## src/hdl/kwi_regs.vh

```
`ifndef KWI_REGS_VH
`define KWI_REGS_VH

// ****************************************
// Register offsets
// ****************************************
`define KWI_ADDR_W 2
`define KWI_OFS_STATUS_CONTROL 2'h0
`define KWI_OFS_PIN_ENABLE 2'h1
`define KWI_OFS_POLARITY 2'h2

// ****************************************
// Status/control fields
// ****************************************
`define KWI_BIT_MODE 0
`define KWI_BIT_IRQ_EN 1
`define KWI_BIT_ACK 2
`define KWI_BIT_FLAG 3

// ****************************************
// Widths and reset values
// ****************************************
`define KWI_NPINS 4
`define KWI_DATA_W 8
`define KWI_RST_PINS 4'h0
`define KWI_RST_BIT 1'b0
`define KWI_RST_RDATA 8'h00

`endif

```

## src/hdl/kwi_top.v

```verilog
// The implementer's own choices: strobed register access and the placing of the registers.
`include "kwi_regs.vh"

// Operation
// - Edge mode: a valid edge on an enabled input sets the event flag.
// - Edge-and-level mode: valid edge or held asserted level sets the flag.
// - Interrupt request while flag set and irq enable bit 1 is one.
// - Event flag at status bit 3, read-only.
// - Writing one to bit 2 clears the flag; bit 2 reads zero.
// - Level mode: acknowledge clears only when all enabled inputs deasserted.
// - Status bit 0 selects mode: 0 edges only, 1 edges and levels.
// - Pin enable bits 3:0 include each input in detection.
// - Polarity bits 3:0: 0 falling/low, 1 rising/high.
// - Falling edge is a one sample followed by a zero sample.
// - Rising edge is a zero sample followed by a one sample.
// - Input must be seen deasserted before an edge is accepted.
// - Polarity bit picks pullup (0) or pulldown (1) when pull enabled.
// - Status bits 7:4 always read zero.
// - Port A pins 3:0 map onto enable and polarity bits 3:0.
// - In light sleep, enabled input wakes processor asynchronously; here WAKE_REQ is registered on REF_CLK and also needs irq enable bit 1.
// - In deep sleep block disabled and returns in reset state.
module kwi_top (
  input wire REF_CLK,
  input wire RSTN,
  input wire [`KWI_ADDR_W-1:0] ADDR,
  input wire [`KWI_DATA_W-1:0] WDATA,
  input wire WR,
  input wire RD,
  output reg [`KWI_DATA_W-1:0] RDATA,
  input wire [`KWI_NPINS-1:0] KEY_INPUT_PIN,
  input wire LIGHT_SLEEP_MODE,
  input wire DEEP_SLEEP_MODE,
  output reg KEY_IRQ,
  output reg WAKE_REQ,
  output reg [`KWI_NPINS-1:0] PULL_DOWN_SEL
);

  // ****************************************
  // Reset release
  // ****************************************
  reg rst_s1_r;
  reg rst_s2_r;
  wire rst_n;

  always @(posedge REF_CLK or negedge RSTN) begin
    if (!RSTN) begin
      rst_s1_r <= 1'b0;
      rst_s2_r <= 1'b0;
    end else begin
      rst_s1_r <= 1'b1;
      rst_s2_r <= rst_s1_r;
    end
  end

  // Deep sleep holds the block in reset so it wakes in reset state
  assign rst_n = rst_s2_r & ~DEEP_SLEEP_MODE;

  // ****************************************
  // Decode
  // ****************************************
  function sel;
    input [`KWI_ADDR_W-1:0] a;
    input [`KWI_ADDR_W-1:0] ofs;
    begin
      sel = (a == ofs);
    end
  endfunction

  // ****************************************
  // Registers
  // ****************************************
  reg [`KWI_NPINS-1:0] pin_enable_bits_r;
  reg [`KWI_NPINS-1:0] pin_polarity_bits_r;
  reg detect_mode_select_r;
  reg key_irq_enable_r;
  reg key_event_flag_r;
  reg key_event_flag_nxt;

  wire wr_sc;
  wire ack_wr;
  assign wr_sc = WR & sel(ADDR, `KWI_OFS_STATUS_CONTROL);
  assign ack_wr = wr_sc & WDATA[`KWI_BIT_ACK];

  always @(posedge REF_CLK or negedge rst_n) begin
    if (!rst_n) begin
      pin_enable_bits_r <= `KWI_RST_PINS;
      pin_polarity_bits_r <= `KWI_RST_PINS;
      detect_mode_select_r <= `KWI_RST_BIT;
      key_irq_enable_r <= `KWI_RST_BIT;
    end else begin
      if (wr_sc) begin
        detect_mode_select_r <= WDATA[`KWI_BIT_MODE];
        key_irq_enable_r <= WDATA[`KWI_BIT_IRQ_EN];
      end
      if (WR && sel(ADDR, `KWI_OFS_PIN_ENABLE))
        pin_enable_bits_r <= WDATA[`KWI_NPINS-1:0];
      if (WR && sel(ADDR, `KWI_OFS_POLARITY))
        pin_polarity_bits_r <= WDATA[`KWI_NPINS-1:0];
    end
  end

  // ****************************************
  // Pin synchronisers and detection
  // ****************************************
  wire [`KWI_NPINS-1:0] pin_s;
  reg [`KWI_NPINS-1:0] pin_prev_r;
  // Armed once the pin has been seen at its deasserted level
  reg [`KWI_NPINS-1:0] armed_r;
  wire [`KWI_NPINS-1:0] asserted;
  wire [`KWI_NPINS-1:0] edge_hit;
  wire [`KWI_NPINS-1:0] level_hit;

  genvar i;
  generate
    for (i = 0; i < `KWI_NPINS; i = i + 1) begin : g_pin
      kwi_sync u_sync (
        .clk(REF_CLK),
        .rst_n(rst_n),
        .d(KEY_INPUT_PIN[i]),
        .q(pin_s[i])
      );
      // Polarity 0: low asserted; 1: high asserted
      assign asserted[i] = pin_s[i] ~^ pin_polarity_bits_r[i];
      // Previous sample deasserted, current asserted
      assign edge_hit[i] = pin_enable_bits_r[i] & armed_r[i] &
        ((pin_prev_r[i] ^ pin_polarity_bits_r[i]) == 1'b1) &
        asserted[i];
      assign level_hit[i] = pin_enable_bits_r[i] & asserted[i];
    end
  endgenerate

  always @(posedge REF_CLK or negedge rst_n) begin
    if (!rst_n) begin
      pin_prev_r <= `KWI_RST_PINS;
      armed_r <= `KWI_RST_PINS;
    end else begin
      pin_prev_r <= pin_s;
      // Disabled pins lose arming so enabling needs a fresh deasserted view
      armed_r <= pin_enable_bits_r & (armed_r | ~asserted);
    end
  end

  wire any_edge;
  wire any_level;
  wire event_now;
  assign any_edge = |edge_hit;
  assign any_level = |level_hit;
  assign event_now = any_edge | (detect_mode_select_r & any_level);

  // ****************************************
  // Event flag
  // ****************************************
  always @* begin
    key_event_flag_nxt = key_event_flag_r;
    // Level mode blocks the clear while any enabled pin is asserted
    if (ack_wr && !(detect_mode_select_r && any_level))
      key_event_flag_nxt = 1'b0;
    if (event_now)
      key_event_flag_nxt = 1'b1;
  end

  always @(posedge REF_CLK or negedge rst_n) begin
    if (!rst_n)
      key_event_flag_r <= `KWI_RST_BIT;
    else
      key_event_flag_r <= key_event_flag_nxt;
  end

  // ****************************************
  // Outputs
  // ****************************************
  wire [`KWI_DATA_W-1:0] sc_read;
  assign sc_read = {4'h0, key_event_flag_r, 1'b0, key_irq_enable_r,
    detect_mode_select_r};

  always @(posedge REF_CLK or negedge rst_n) begin
    if (!rst_n) begin
      RDATA <= `KWI_RST_RDATA;
      KEY_IRQ <= 1'b0;
      WAKE_REQ <= 1'b0;
      PULL_DOWN_SEL <= `KWI_RST_PINS;
    end else begin
      RDATA <= `KWI_RST_RDATA;
      if (RD) begin
        if (sel(ADDR, `KWI_OFS_STATUS_CONTROL))
          RDATA <= sc_read;
        else if (sel(ADDR, `KWI_OFS_PIN_ENABLE))
          RDATA <= {4'h0, pin_enable_bits_r};
        else if (sel(ADDR, `KWI_OFS_POLARITY))
          RDATA <= {4'h0, pin_polarity_bits_r};
      end
      KEY_IRQ <= key_event_flag_nxt & key_irq_enable_r;
      // Registered wake request; the clock is assumed running here
      WAKE_REQ <= LIGHT_SLEEP_MODE & key_irq_enable_r &
        (|(pin_enable_bits_r & (KEY_INPUT_PIN ~^ pin_polarity_bits_r)));
      PULL_DOWN_SEL <= pin_polarity_bits_r;
    end
  end
endmodule

```

## src/hdl/kwi_sync.v

```verilog
// ****************************************
// Two-stage level synchroniser
// ****************************************
module kwi_sync (
  input wire clk,
  input wire rst_n,
  input wire d,
  output reg q
);
  reg meta_r;

  always @(posedge clk or negedge rst_n) begin
    if (!rst_n) begin
      meta_r <= 1'b0;
      q <= 1'b0;
    end else begin
      meta_r <= d;
      q <= meta_r;
    end
  end
endmodule

```

## config.mk

```make
export PLATFORM = sky130hd
export DESIGN_NAME = kwi_top
export DESIGN_NICKNAME = d
export VERILOG_FILES = /design/src/hdl/kwi_top.v /design/src/hdl/kwi_sync.v
export VERILOG_INCLUDE_DIRS = /design/src /design/src/hdl
export SDC_FILE = /design/constraint.sdc
export NUM_CORES = 1
export LEC_CHECK = 0
export ABC_AREA = 1
export BUFFER_PORTS_ARGS = -buffer_cell sky130_fd_sc_hd__buf_2
export CORE_ASPECT_RATIO = 0.8
export CORE_UTILIZATION = 50
export DETAILED_ROUTE_END_ITERATION = 10
export GPL_ROUTABILITY_DRIVEN = 1
export PLACE_DENSITY = 0.74
export SYNTH_ARGS = -nofsm -noshare
export SYNTH_HDL_FRONTEND = slang
export SYNTH_SLANG_ARGS = --single-unit
```

## constraint.sdc

```tcl
create_clock -name REF_CLK -period 5.6 [get_ports REF_CLK]
set_clock_uncertainty 0.1 [all_clocks]
set_input_delay 0.84 -clock REF_CLK [delete_from_list [all_inputs] [get_ports REF_CLK]]
set_output_delay 0.84 -clock REF_CLK [all_outputs]
set_load 0.02 [all_outputs]
```

; After elaboration in Yosys (flattened, before gate mapping)
; Cells that the tools add are included.
[totals]
romBits = 0
output_inout_bits = 14
inputBits = 20
latch_bits = 0
wordCells = 76
mem_bits_rw = 0
n_memories = 0
regBits = 43
[op_classes]
reduce_logical = 9
mul = 0
eq_ne = 2
n_mux = 6
shifts = 0
addsub = 0
n_bitwise = 38
n_div = 0
order_cmp = 0
[ops]
columns = operator, n
row1 = AND 1 bit, 23
row2 = two-way mux 4 bit, 3
row3 = OR reduction 4 bit, 3
row4 = AND 4 bit, 2
row5 = two-way mux 8 bit, 1
row6 = logical AND 1 bit, 4
row7 = inverter 4 bit, 1
row8 = bitwise OR 4 bit, 1
row9 = bitwise XNOR 1 bit, 4
row10 = bitwise XNOR 4 bit, 1
row11 = bitwise XOR 1 bit, 4
row12 = equality test 2 x 1 -> 1 bit (second input constant), 1
row13 = equality test 2 bit (second input constant), 1
row14 = zero test 2 bit, 1
row15 = two-way mux 1 bit, 2
row16 = zero test 1 bit, 1
row17 = inverter 1 bit, 1
row18 = bitwise OR 1 bit, 1

; Logic depth before layout (Yosys ltp)
; Gate-level depths: netlist (run 1).
[depth]
ltp_word = 9
depth_mapped = 7
mapped_depth_nobuf = 7

; Cells and area by module
; From an unflattened synthesis (run 1), not the netlist that was laid out.
[unflattened]
cells_unflattened = 175
area_unflattened_um2 = 1604.0
[by_module_without_submodules]
columns = mod, seq_area_each_um2, area_per_inst_um2, instances, cells_per_inst
row1 = kwi_top, 775.7, 1403.8, 1, 167
row2 = kwi_sync, 50.0, 50.0, 4, 2

; Worst setup path after synthesis (run 1)
; Ideal clock, no wire load.
[synth_path]
path_type = input to register
start = in ADDR[0]
end = reg KEY_IRQ
n_path_buf = 0
setup_ps = 125
stages = 6
arrival_ps = 1398
slack_ps = 3978
required_time_ps = 5375
cell_sequence = nor2_2 > nand2_2 > o21ai_1 > nand2_1 > nor2_1 > a21oi_1
[synth_via]
elab_chain_cells = 7
[synth_rtl]
columns = element, line
row1 = start: declaration, kwi_top.v:25  ; input wire [`KWI_ADDR_W-1:0] ADDR,
row2 = zero test 2 bit, kwi_top.v:65  ; sel = (a == ofs);
row3 = AND 1 bit, kwi_top.v:81  ; assign wr_sc = WR & sel(ADDR, `KWI_OFS_STATUS_CONTROL);
row4 = AND 1 bit, kwi_top.v:82  ; assign ack_wr = wr_sc & WDATA[`KWI_BIT_ACK];
row5 = logical AND 1 bit, kwi_top.v:156  ; if (ack_wr && !(detect_mode_select_r && any_level))
row6 = two-way mux 1 bit, kwi_top.v:156
row7 = two-way mux 1 bit, kwi_top.v:158  ; if (event_now)
row8 = AND 1 bit, kwi_top.v:192  ; KEY_IRQ <= key_event_flag_nxt & key_irq_enable_r;
row9 = end signal: assignment, kwi_top.v:192
row10 = end: declaration, kwi_top.v:33  ; output reg KEY_IRQ,
; Every way passes these cells.
; A chain may end at the register's enable or synchronous reset.

; Worst setup path after layout (run 1)
[layout_path]
start = reg PULL_DOWN_SEL[0]
end = out PULL_DOWN_SEL[0]
[layout_rtl]
columns = element, line
row1 = start: declaration, kwi_top.v:35  ; output reg [`KWI_NPINS-1:0] PULL_DOWN_SEL
row2 = start signal: assignment, kwi_top.v:181  ; PULL_DOWN_SEL <= `KWI_RST_PINS;
row3 = start signal: assignment, kwi_top.v:196  ; PULL_DOWN_SEL <= pin_polarity_bits_r;
; No word-level cell between the ends.

==> results.json, run 1 <==
{
  "status": "finished clean",
  "power.leakage_nw": 1.006,
  "drive_gt1_share_pct": 20.49,
  "fmax_ghz": 0.5702,
  "io_pins": 34,
  "dr.pass1.iters": 4,
  "rsz0062_at_grt": "no",
  "place.gp.congestion": 0.8590,
  "grt_max_degree": 38,
  "cp_slowest_cell": "dfrtp_1",
  "track_usage_pct": 20.20,
  "die_w_um": 64.58,
  "cp_top_family": "flip-flops",
  "clk_latency_ns": 0.29,
  "fin_crit_sh_pct": 31.32,
  "synth_top_family_by_area": "simple AND/OR/NAND/NOR gates",
  "postCtsSetupBuffers": 0,
  "area_delta_synth_final_pct": 15.50,
  "yosys_warnings": 0,
  "vias": 1152,
  "setup.worst_path.end_class": "output pin",
  "ff2ff_setup_slack_ns": 4.32,
  "ir_drop_mv": 0.2245,
  "drv_slew": 0,
  "fin_crit_ns": 1.754,
  "dp_hpwl_um": 2076,
  "numCtsBuffers": 5,
  "hold_class": "input port to async pin",
  "wire_per_inst_um": 11.68,
  "synth_compound_area_share_pct": 9.185,
  "maxSlewHeadroom_pct": 34.65,
  "path_clk_slew_ns": 0.07,
  "fin_tns_setup_ns": 0,
  "max_stage_delay_ns": 0.37,
  "die_area_mm2": 0.003362,
  "ctsHoldBuffers": 0,
  "critPathArrivalTime_ns": 0.81,
  "synthDistinctLibCells": 19,
  "fin_area_mm2": 0.001809,
  "powerDensity_mw_per_mm2": 341.6,
  "required_ns": 4.66,
  "root_buffer": "clkbuf_8",
  "setup_viol": 0,
  "drtAntennaViolNets": 0,
  "power_switching_uw": 179.6,
  "synthSimpleGateAreaFrac_pct": 18.53,
  "synthesis.area_mm2": 0.001567,
  "clockPowerShare_pct": 28.7,
  "grt_pass1_wl_um": 4802,
  "path_buf_inv": 1,
  "coreArea_mm2": 0.002872,
  "clockBufferDepth": 2,
  "cts_resized": 0,
  "power_frac_comb_pct": 16.4,
  "rows": 17,
  "critical_path_peak_fanout": 1,
  "hold_viol_final": 0,
  "port_buffers": 25,
  "synth_area_per_cell_um2": 9.055,
  "antenna_cells": 0,
  "worstRegToRegCells": 7,
  "h-tree-depth": 2,
  "drv_cap": 0,
  "ys_seq_elements": 39,
  "die_h_um": 52.07,
  "cts.sinks": 39,
  "wl_um": 2838,
  "worstMarginPinSlew_ns": 0.9779,
  "synthMuxAreaShare_pct": 0,
  "antenna_found_initial": 0,
  "synthXorXnorAreaFrac_pct": 1.118,
  "start_kind": "flip-flop",
  "rr_startpoint": "pin_polarity_bits_r[0]",
  "syn_inst": 173,
  "path_cells": "buf_2",
  "fin_nets": 224,
  "p_sw_share_pct": 29.06,
  "avgViaCountPerCell": 4.741,
  "place_area_mm2": 0.001728,
  "start_util_pct": 54.55,
  "cts_tree": "built",
  "grt_pass1_vias": 1081,
  "synth_fa_ha_area_share_pct": 0,
  "yosysSeqAreaShare_pct": 62.30,
  "drtIter0Drc": 46,
  "path_class": "flip-flop to output pin",
  "drc": 0,
  "pwr-share-seq_pct": 54.9,
  "rr_endpoint": "KEY_IRQ",
  "power.internal_uw": 438.4,
  "grt-ovfl-total": 0
}
[Yosys cell counts (all sizes together)]
| master | count | area share, % |
|---|---|---|
| nand2 | 57 | 14 |
| dfrtp | 39 | 62 |
| inv | 27 | 6.5 |
| o21ai | 19 | 6.1 |
| a21oi | 7 | 2.2 |
| nand3 | 6 | 1.9 |
| nor2 | 6 | 1.8 |
| buf | 4 | 1.9 |
| conb | 2 | 0.48 |
| a21boi | 1 | 0.48 |
| a31oi | 1 | 0.40 |
| nor3 | 1 | 0.32 |
| or2 | 1 | 0.40 |
| xnor2 | 1 | 0.56 |
| xor2 | 1 | 0.56 |
[routing by layer]
layer / GRT usage (%) / vias up / wire length, µm / part of all wire [%]
li1: - / 591 / - / -
met1: 26.70 / 527 / 1409 / 50
met2: 30.00 / 27 / 1236 / 44
met3: 5.921 / 7 / 133 / 4.7
met4: 11.11 / 0 / 58 / 2.0
met5: 0 / - / 0 / 0
[cells by family (layout without fill, tap and decap cells)]
logic type	count (synthesis)	after routing
compound gates	28	28
other cells	2	5
simple gates	71	71
flops	39	39
xor+xnor	2	2
buf+inv	31	60
[how the worst max path moves through the flow]
stage / from / end / slack (ns) / cells past startpoint
6_report: PULL_DOWN_SEL[0] / PULL_DOWN_SEL[0] / 3.85 / 1
5_1_grt: DEEP_SLEEP_MODE / armed_r[0] / 3.81 / 2
4_1_cts: PULL_DOWN_SEL[0] / PULL_DOWN_SEL[0] / 3.84 / 1
3_5_place_dp: DEEP_SLEEP_MODE / g_pin[0].u_sync.meta_r / 3.64 / 2
3_3_place_gp: DEEP_SLEEP_MODE / g_pin[0].u_sync.meta_r / 3.68 / 2
2_1_floorplan: DEEP_SLEEP_MODE / KEY_IRQ / 2.60 / 1
[state kept, by name, indices dropped and copies added, names as in the netlist, 4 cells and up]
signal,count
pin_polarity_bits_r,4
armed_r,4
PULL_DOWN_SEL,4
pin_enable_bits_r,4
g_pin.u_sync.q,4
g_pin.u_sync.meta_r,4
RDATA,4
pin_prev_r,4
[cell type report]
cell class	instances	area (µm²)
Fill cell	260	1062
Sequential cell	39	975.9
Timing Repair Buffer	25	125.1
Tap cell	38	47.55
Inverter	27	101.3
Multi-Input combinational cell	106	478.0
Clock buffer	7	76.32
Clock inverter	1	5.005
[metrics by stage]
step           util (%)  hold slack, ns  cells  total power [mW]  worst slack, ns
2_1_floorplan         -          0.2312    176            0.4115            2.604
3_3_place_gp      60.17          0.2335    235            0.4406            3.680
3_5_place_dp      60.17          0.2363    235            0.4463            3.636
4_1_cts           63.01          0.2195    243            0.6231            3.838
5_1_grt           63.01          0.2152    243            0.6533            3.807
6_report          63.01          0.2214    243            0.6180            3.846
[placed cells by master, fill, tap and decap left out]
master / n
nand2_1: 54
dfrtp_1: 39
buf_2: 25
inv_1: 23
o21ai_1: 12
o21ai_0: 7
a21oi_1: 7
nand3_1: 6
conb_1: 5
clkbuf_8: 5
inv_2: 4
nor2_1: 3
nand2_2: 3
nor2_2: 2
clkbuf_1: 2
a21boi_1: 1
nor3_1: 1
nor2_4: 1
xor2_1: 1
xnor2_1: 1
or2_2: 1
a31oi_1: 1
clkinv_2: 1
[power groups by stage]
stage	Clock (mW)	Sequential [mW]	Combinational, mW
after CTS	0.181	0.339	0.103
after global routing	0.193	0.344	0.116
after floorplan	0	0.351	0.0606
final	0.177	0.339	0.101
after global placement	0	0.343	0.0980
after detailed placement	0	0.344	0.102
Power figures use the tool's default switching activity.
==> run 2: changes to the inputs <==
--- a/config.mk
+++ b/config.mk
@@ -9,10 +9,10 @@
 export ABC_AREA = 1
 export BUFFER_PORTS_ARGS = -buffer_cell sky130_fd_sc_hd__buf_2
 export CORE_ASPECT_RATIO = 0.8
-export CORE_UTILIZATION = 50
+export CORE_UTILIZATION = 47
 export DETAILED_ROUTE_END_ITERATION = 10
 export GPL_ROUTABILITY_DRIVEN = 1
-export PLACE_DENSITY = 0.74
+export PLACE_DENSITY = 0.73
 export SYNTH_ARGS = -nofsm -noshare
 export SYNTH_HDL_FRONTEND = slang
 export SYNTH_SLANG_ARGS = --single-unit
==> constraint.sdc (replaced) <==
create_clock -name REF_CLK -period 1.6 [get_ports REF_CLK]
set_clock_uncertainty 0.1 [all_clocks]
set_input_delay 0.24 -clock REF_CLK [delete_from_list [all_inputs] [get_ports REF_CLK]]
set_output_delay 0.24 -clock REF_CLK [all_outputs]
set_load 0.02 [all_outputs]
==> run 2 against run 1 <==
  * Worst hold slack worse by 0.22 ns
  * Non-clock buffer count up 6
  * Global-route usage down 0.29 points
  * Sequential cell count unchanged
==> results.json, run 2 (synthesized netlist as in run 1, its figures left out) <==
{
  "worstRegToRegCells": 7,
  "max_stage_delay_ns": 0.53,
  "postCtsSetupBuffers": 0,
  "start_kind": "input port",
  "track_usage_pct": 19.91,
  "place.gp.congestion": 0.9041,
  "cts_tree": "built",
  "required_ns": 1.72,
  "die_h_um": 53.64,
  "cts_resized": 0,
  "drv_cap": 0,
  "drtIter0Drc": 43,
  "cp_slowest_cell": "dlygate4sd3_1",
  "fill_cells": 273,
  "powerDensity_mw_per_mm2": 1167,
  "drtAntennaViolNets": 0,
  "clockBufferDepth": 2,
  "path_buf_inv": 3,
  "port_buffers": 25,
  "vias": 1220,
  "seqCellArea_um2": 975.9,
  "fin_crit_ns": 1.304,
  "fin_tns_setup_ns": 0,
  "cp_top_family": "buffers and inverters",
  "power.leakage_nw": 1.037,
  "fmax_ghz": 0.7669,
  "status": "finished clean",
  "p_sw_share_pct": 29.71,
  "drive_gt1_share_pct": 21.33,
  "setup_viol": 0,
  "antenna_found_initial": 0,
  "io_pins": 34,
  "setup.worst_path.end_class": "flip-flop",
  "dp_hpwl_um": 2167,
  "drc": 0,
  "critical_path_peak_fanout": 2,
  "multi_input_area_um2": 478.0,
  "ctsHoldBuffers": 5,
  "die_w_um": 66.55,
  "power_switching_uw": 649.2,
  "pwr-share-seq_pct": 54.3,
  "antenna_cells": 0,
  "coreArea_mm2": 0.003131,
  "ff2ff_setup_slack_ns": 0.30,
  "path_cells": "dlygate4sd3_1 -> buf_2 -> xor2_1 -> o21ai_0 -> inv_1 -> a31oi_1",
  "ir_drop_mv": 0.7019,
  "grt_max_degree": 38,
  "die_area_mm2": 0.003569,
  "rsz0062_at_grt": "no",
  "grt_pass1_vias": 1194,
  "path_clk_slew_ns": 0.07,
  "dr.pass1.iters": 4,
  "layout_common_cells": "nand2_1 (54), dfrtp_1 (39), buf_2 (25)",
  "rr_startpoint": "pin_polarity_bits_r[2]",
  "root_buffer": "clkbuf_8",
  "avgViaCountPerCell": 4.861,
  "numCtsBuffers": 5,
  "grt-ovfl-total": 0,
  "fin_nets": 230,
  "rr_endpoint": "KEY_IRQ",
  "area_delta_synth_final_pct": 19.49,
  "power_frac_comb_pct": 16.9,
  "final_common_cell": "nand2_1",
  "wl_um": 2993,
  "clk_latency_ns": 0.29,
  "h-tree-depth": 2,
  "drv_slew": 0,
  "fin_crit_sh_pct": 81.50,
  "critPathArrivalTime_ns": 1.42,
  "hold_viol_final": 0,
  "clockPowerShare_pct": 28.8,
  "rows": 18,
  "wire_per_inst_um": 11.92,
  "grt_pass1_wl_um": 4988,
  "hold_class": "input port to async pin",
  "path_class": "input port to flip-flop",
  "start_util_pct": 50.04,
  "holdWs_ns": 0.001621,
  "power.internal_mw": 1.536,
  "cts.sinks": 39,
  "total_power_mw": 2.185
}
## run 2: changes by cell type in the layout (fill, tap and decap cells not counted), sizes merged
cell         before  now
buf              25   26
clkinv            1    3
clkbuf            7    5
dlygate4sd3       0    5
## run 2: area by class of cell
| class | instances | area share [%] |
|---|---|---|
| clock buffer | 5 | 3.676 |
| clock inverter | 3 | 0.8021 |
| inverter | 27 | 5.414 |
| multi-input combinational | 106 | 25.53 |
| sequential | 39 | 52.14 |
| tap | 40 | 2.674 |
| timing repair buffer | 31 | 9.759 |
## run 2: how the worst max path moves through the flow
stage                           start  endpoint  slack, ns  depth (start not counted)
2_1_floorplan  pin_polarity_bits_r[2]   KEY_IRQ       0.50                          6
3_3_place_gp                  ADDR[0]   KEY_IRQ       0.35                          7
3_5_place_dp                  ADDR[0]   KEY_IRQ       0.32                          7
4_1_cts              KEY_INPUT_PIN[0]  WAKE_REQ       0.28                          6
5_1_grt        pin_polarity_bits_r[2]   KEY_IRQ       0.18                          7
6_report             KEY_INPUT_PIN[0]  WAKE_REQ       0.30                          6
## run 2: power by group through the flow
| stage | sequential, mW | combinational [mW] | clock (mW) |
|---|---|---|---|
| after floorplan | 1.23 | 0.214 | 0 |
| after global placement | 1.20 | 0.345 | 0 |
| after detailed placement | 1.20 | 0.359 | 0 |
| after CTS | 1.19 | 0.371 | 0.649 |
| after global routing | 1.20 | 0.424 | 0.693 |
| final | 1.19 | 0.368 | 0.630 |
## run 2: routing by layer
metal / global-route usage [%] / vias to the layer above / wire, µm
met5: 0 / - / 0
met4: 10.28 / 0 / 41
met3: 6.780 / 6 / 187
met2: 33.67 / 46 / 1425
met1: 22.68 / 568 / 1339
li1: - / 600 / -
## run 2: metrics by stage
stage	area [µm²]	std cells	util, %	setup slack [ns]
CTS	1872	251	59.79	0.2849
detailed placement	1738	238	55.52	0.3227
global placement	1738	238	55.52	0.3546
floorplan	1585	176	-	0.4984
finish	1872	251	59.79	0.2961
global route	1872	251	59.79	0.1828
## run 2: worst register-to-register path, stage by stage (launching register included)
cell,delay [ns]
dfrtp_1,0.48
inv_2,0.06
nand2_1,0.10
nand2_1,0.07
nand3_1,0.08
nand3_1,0.08
nor2_1,0.12
a21oi_1,0.10
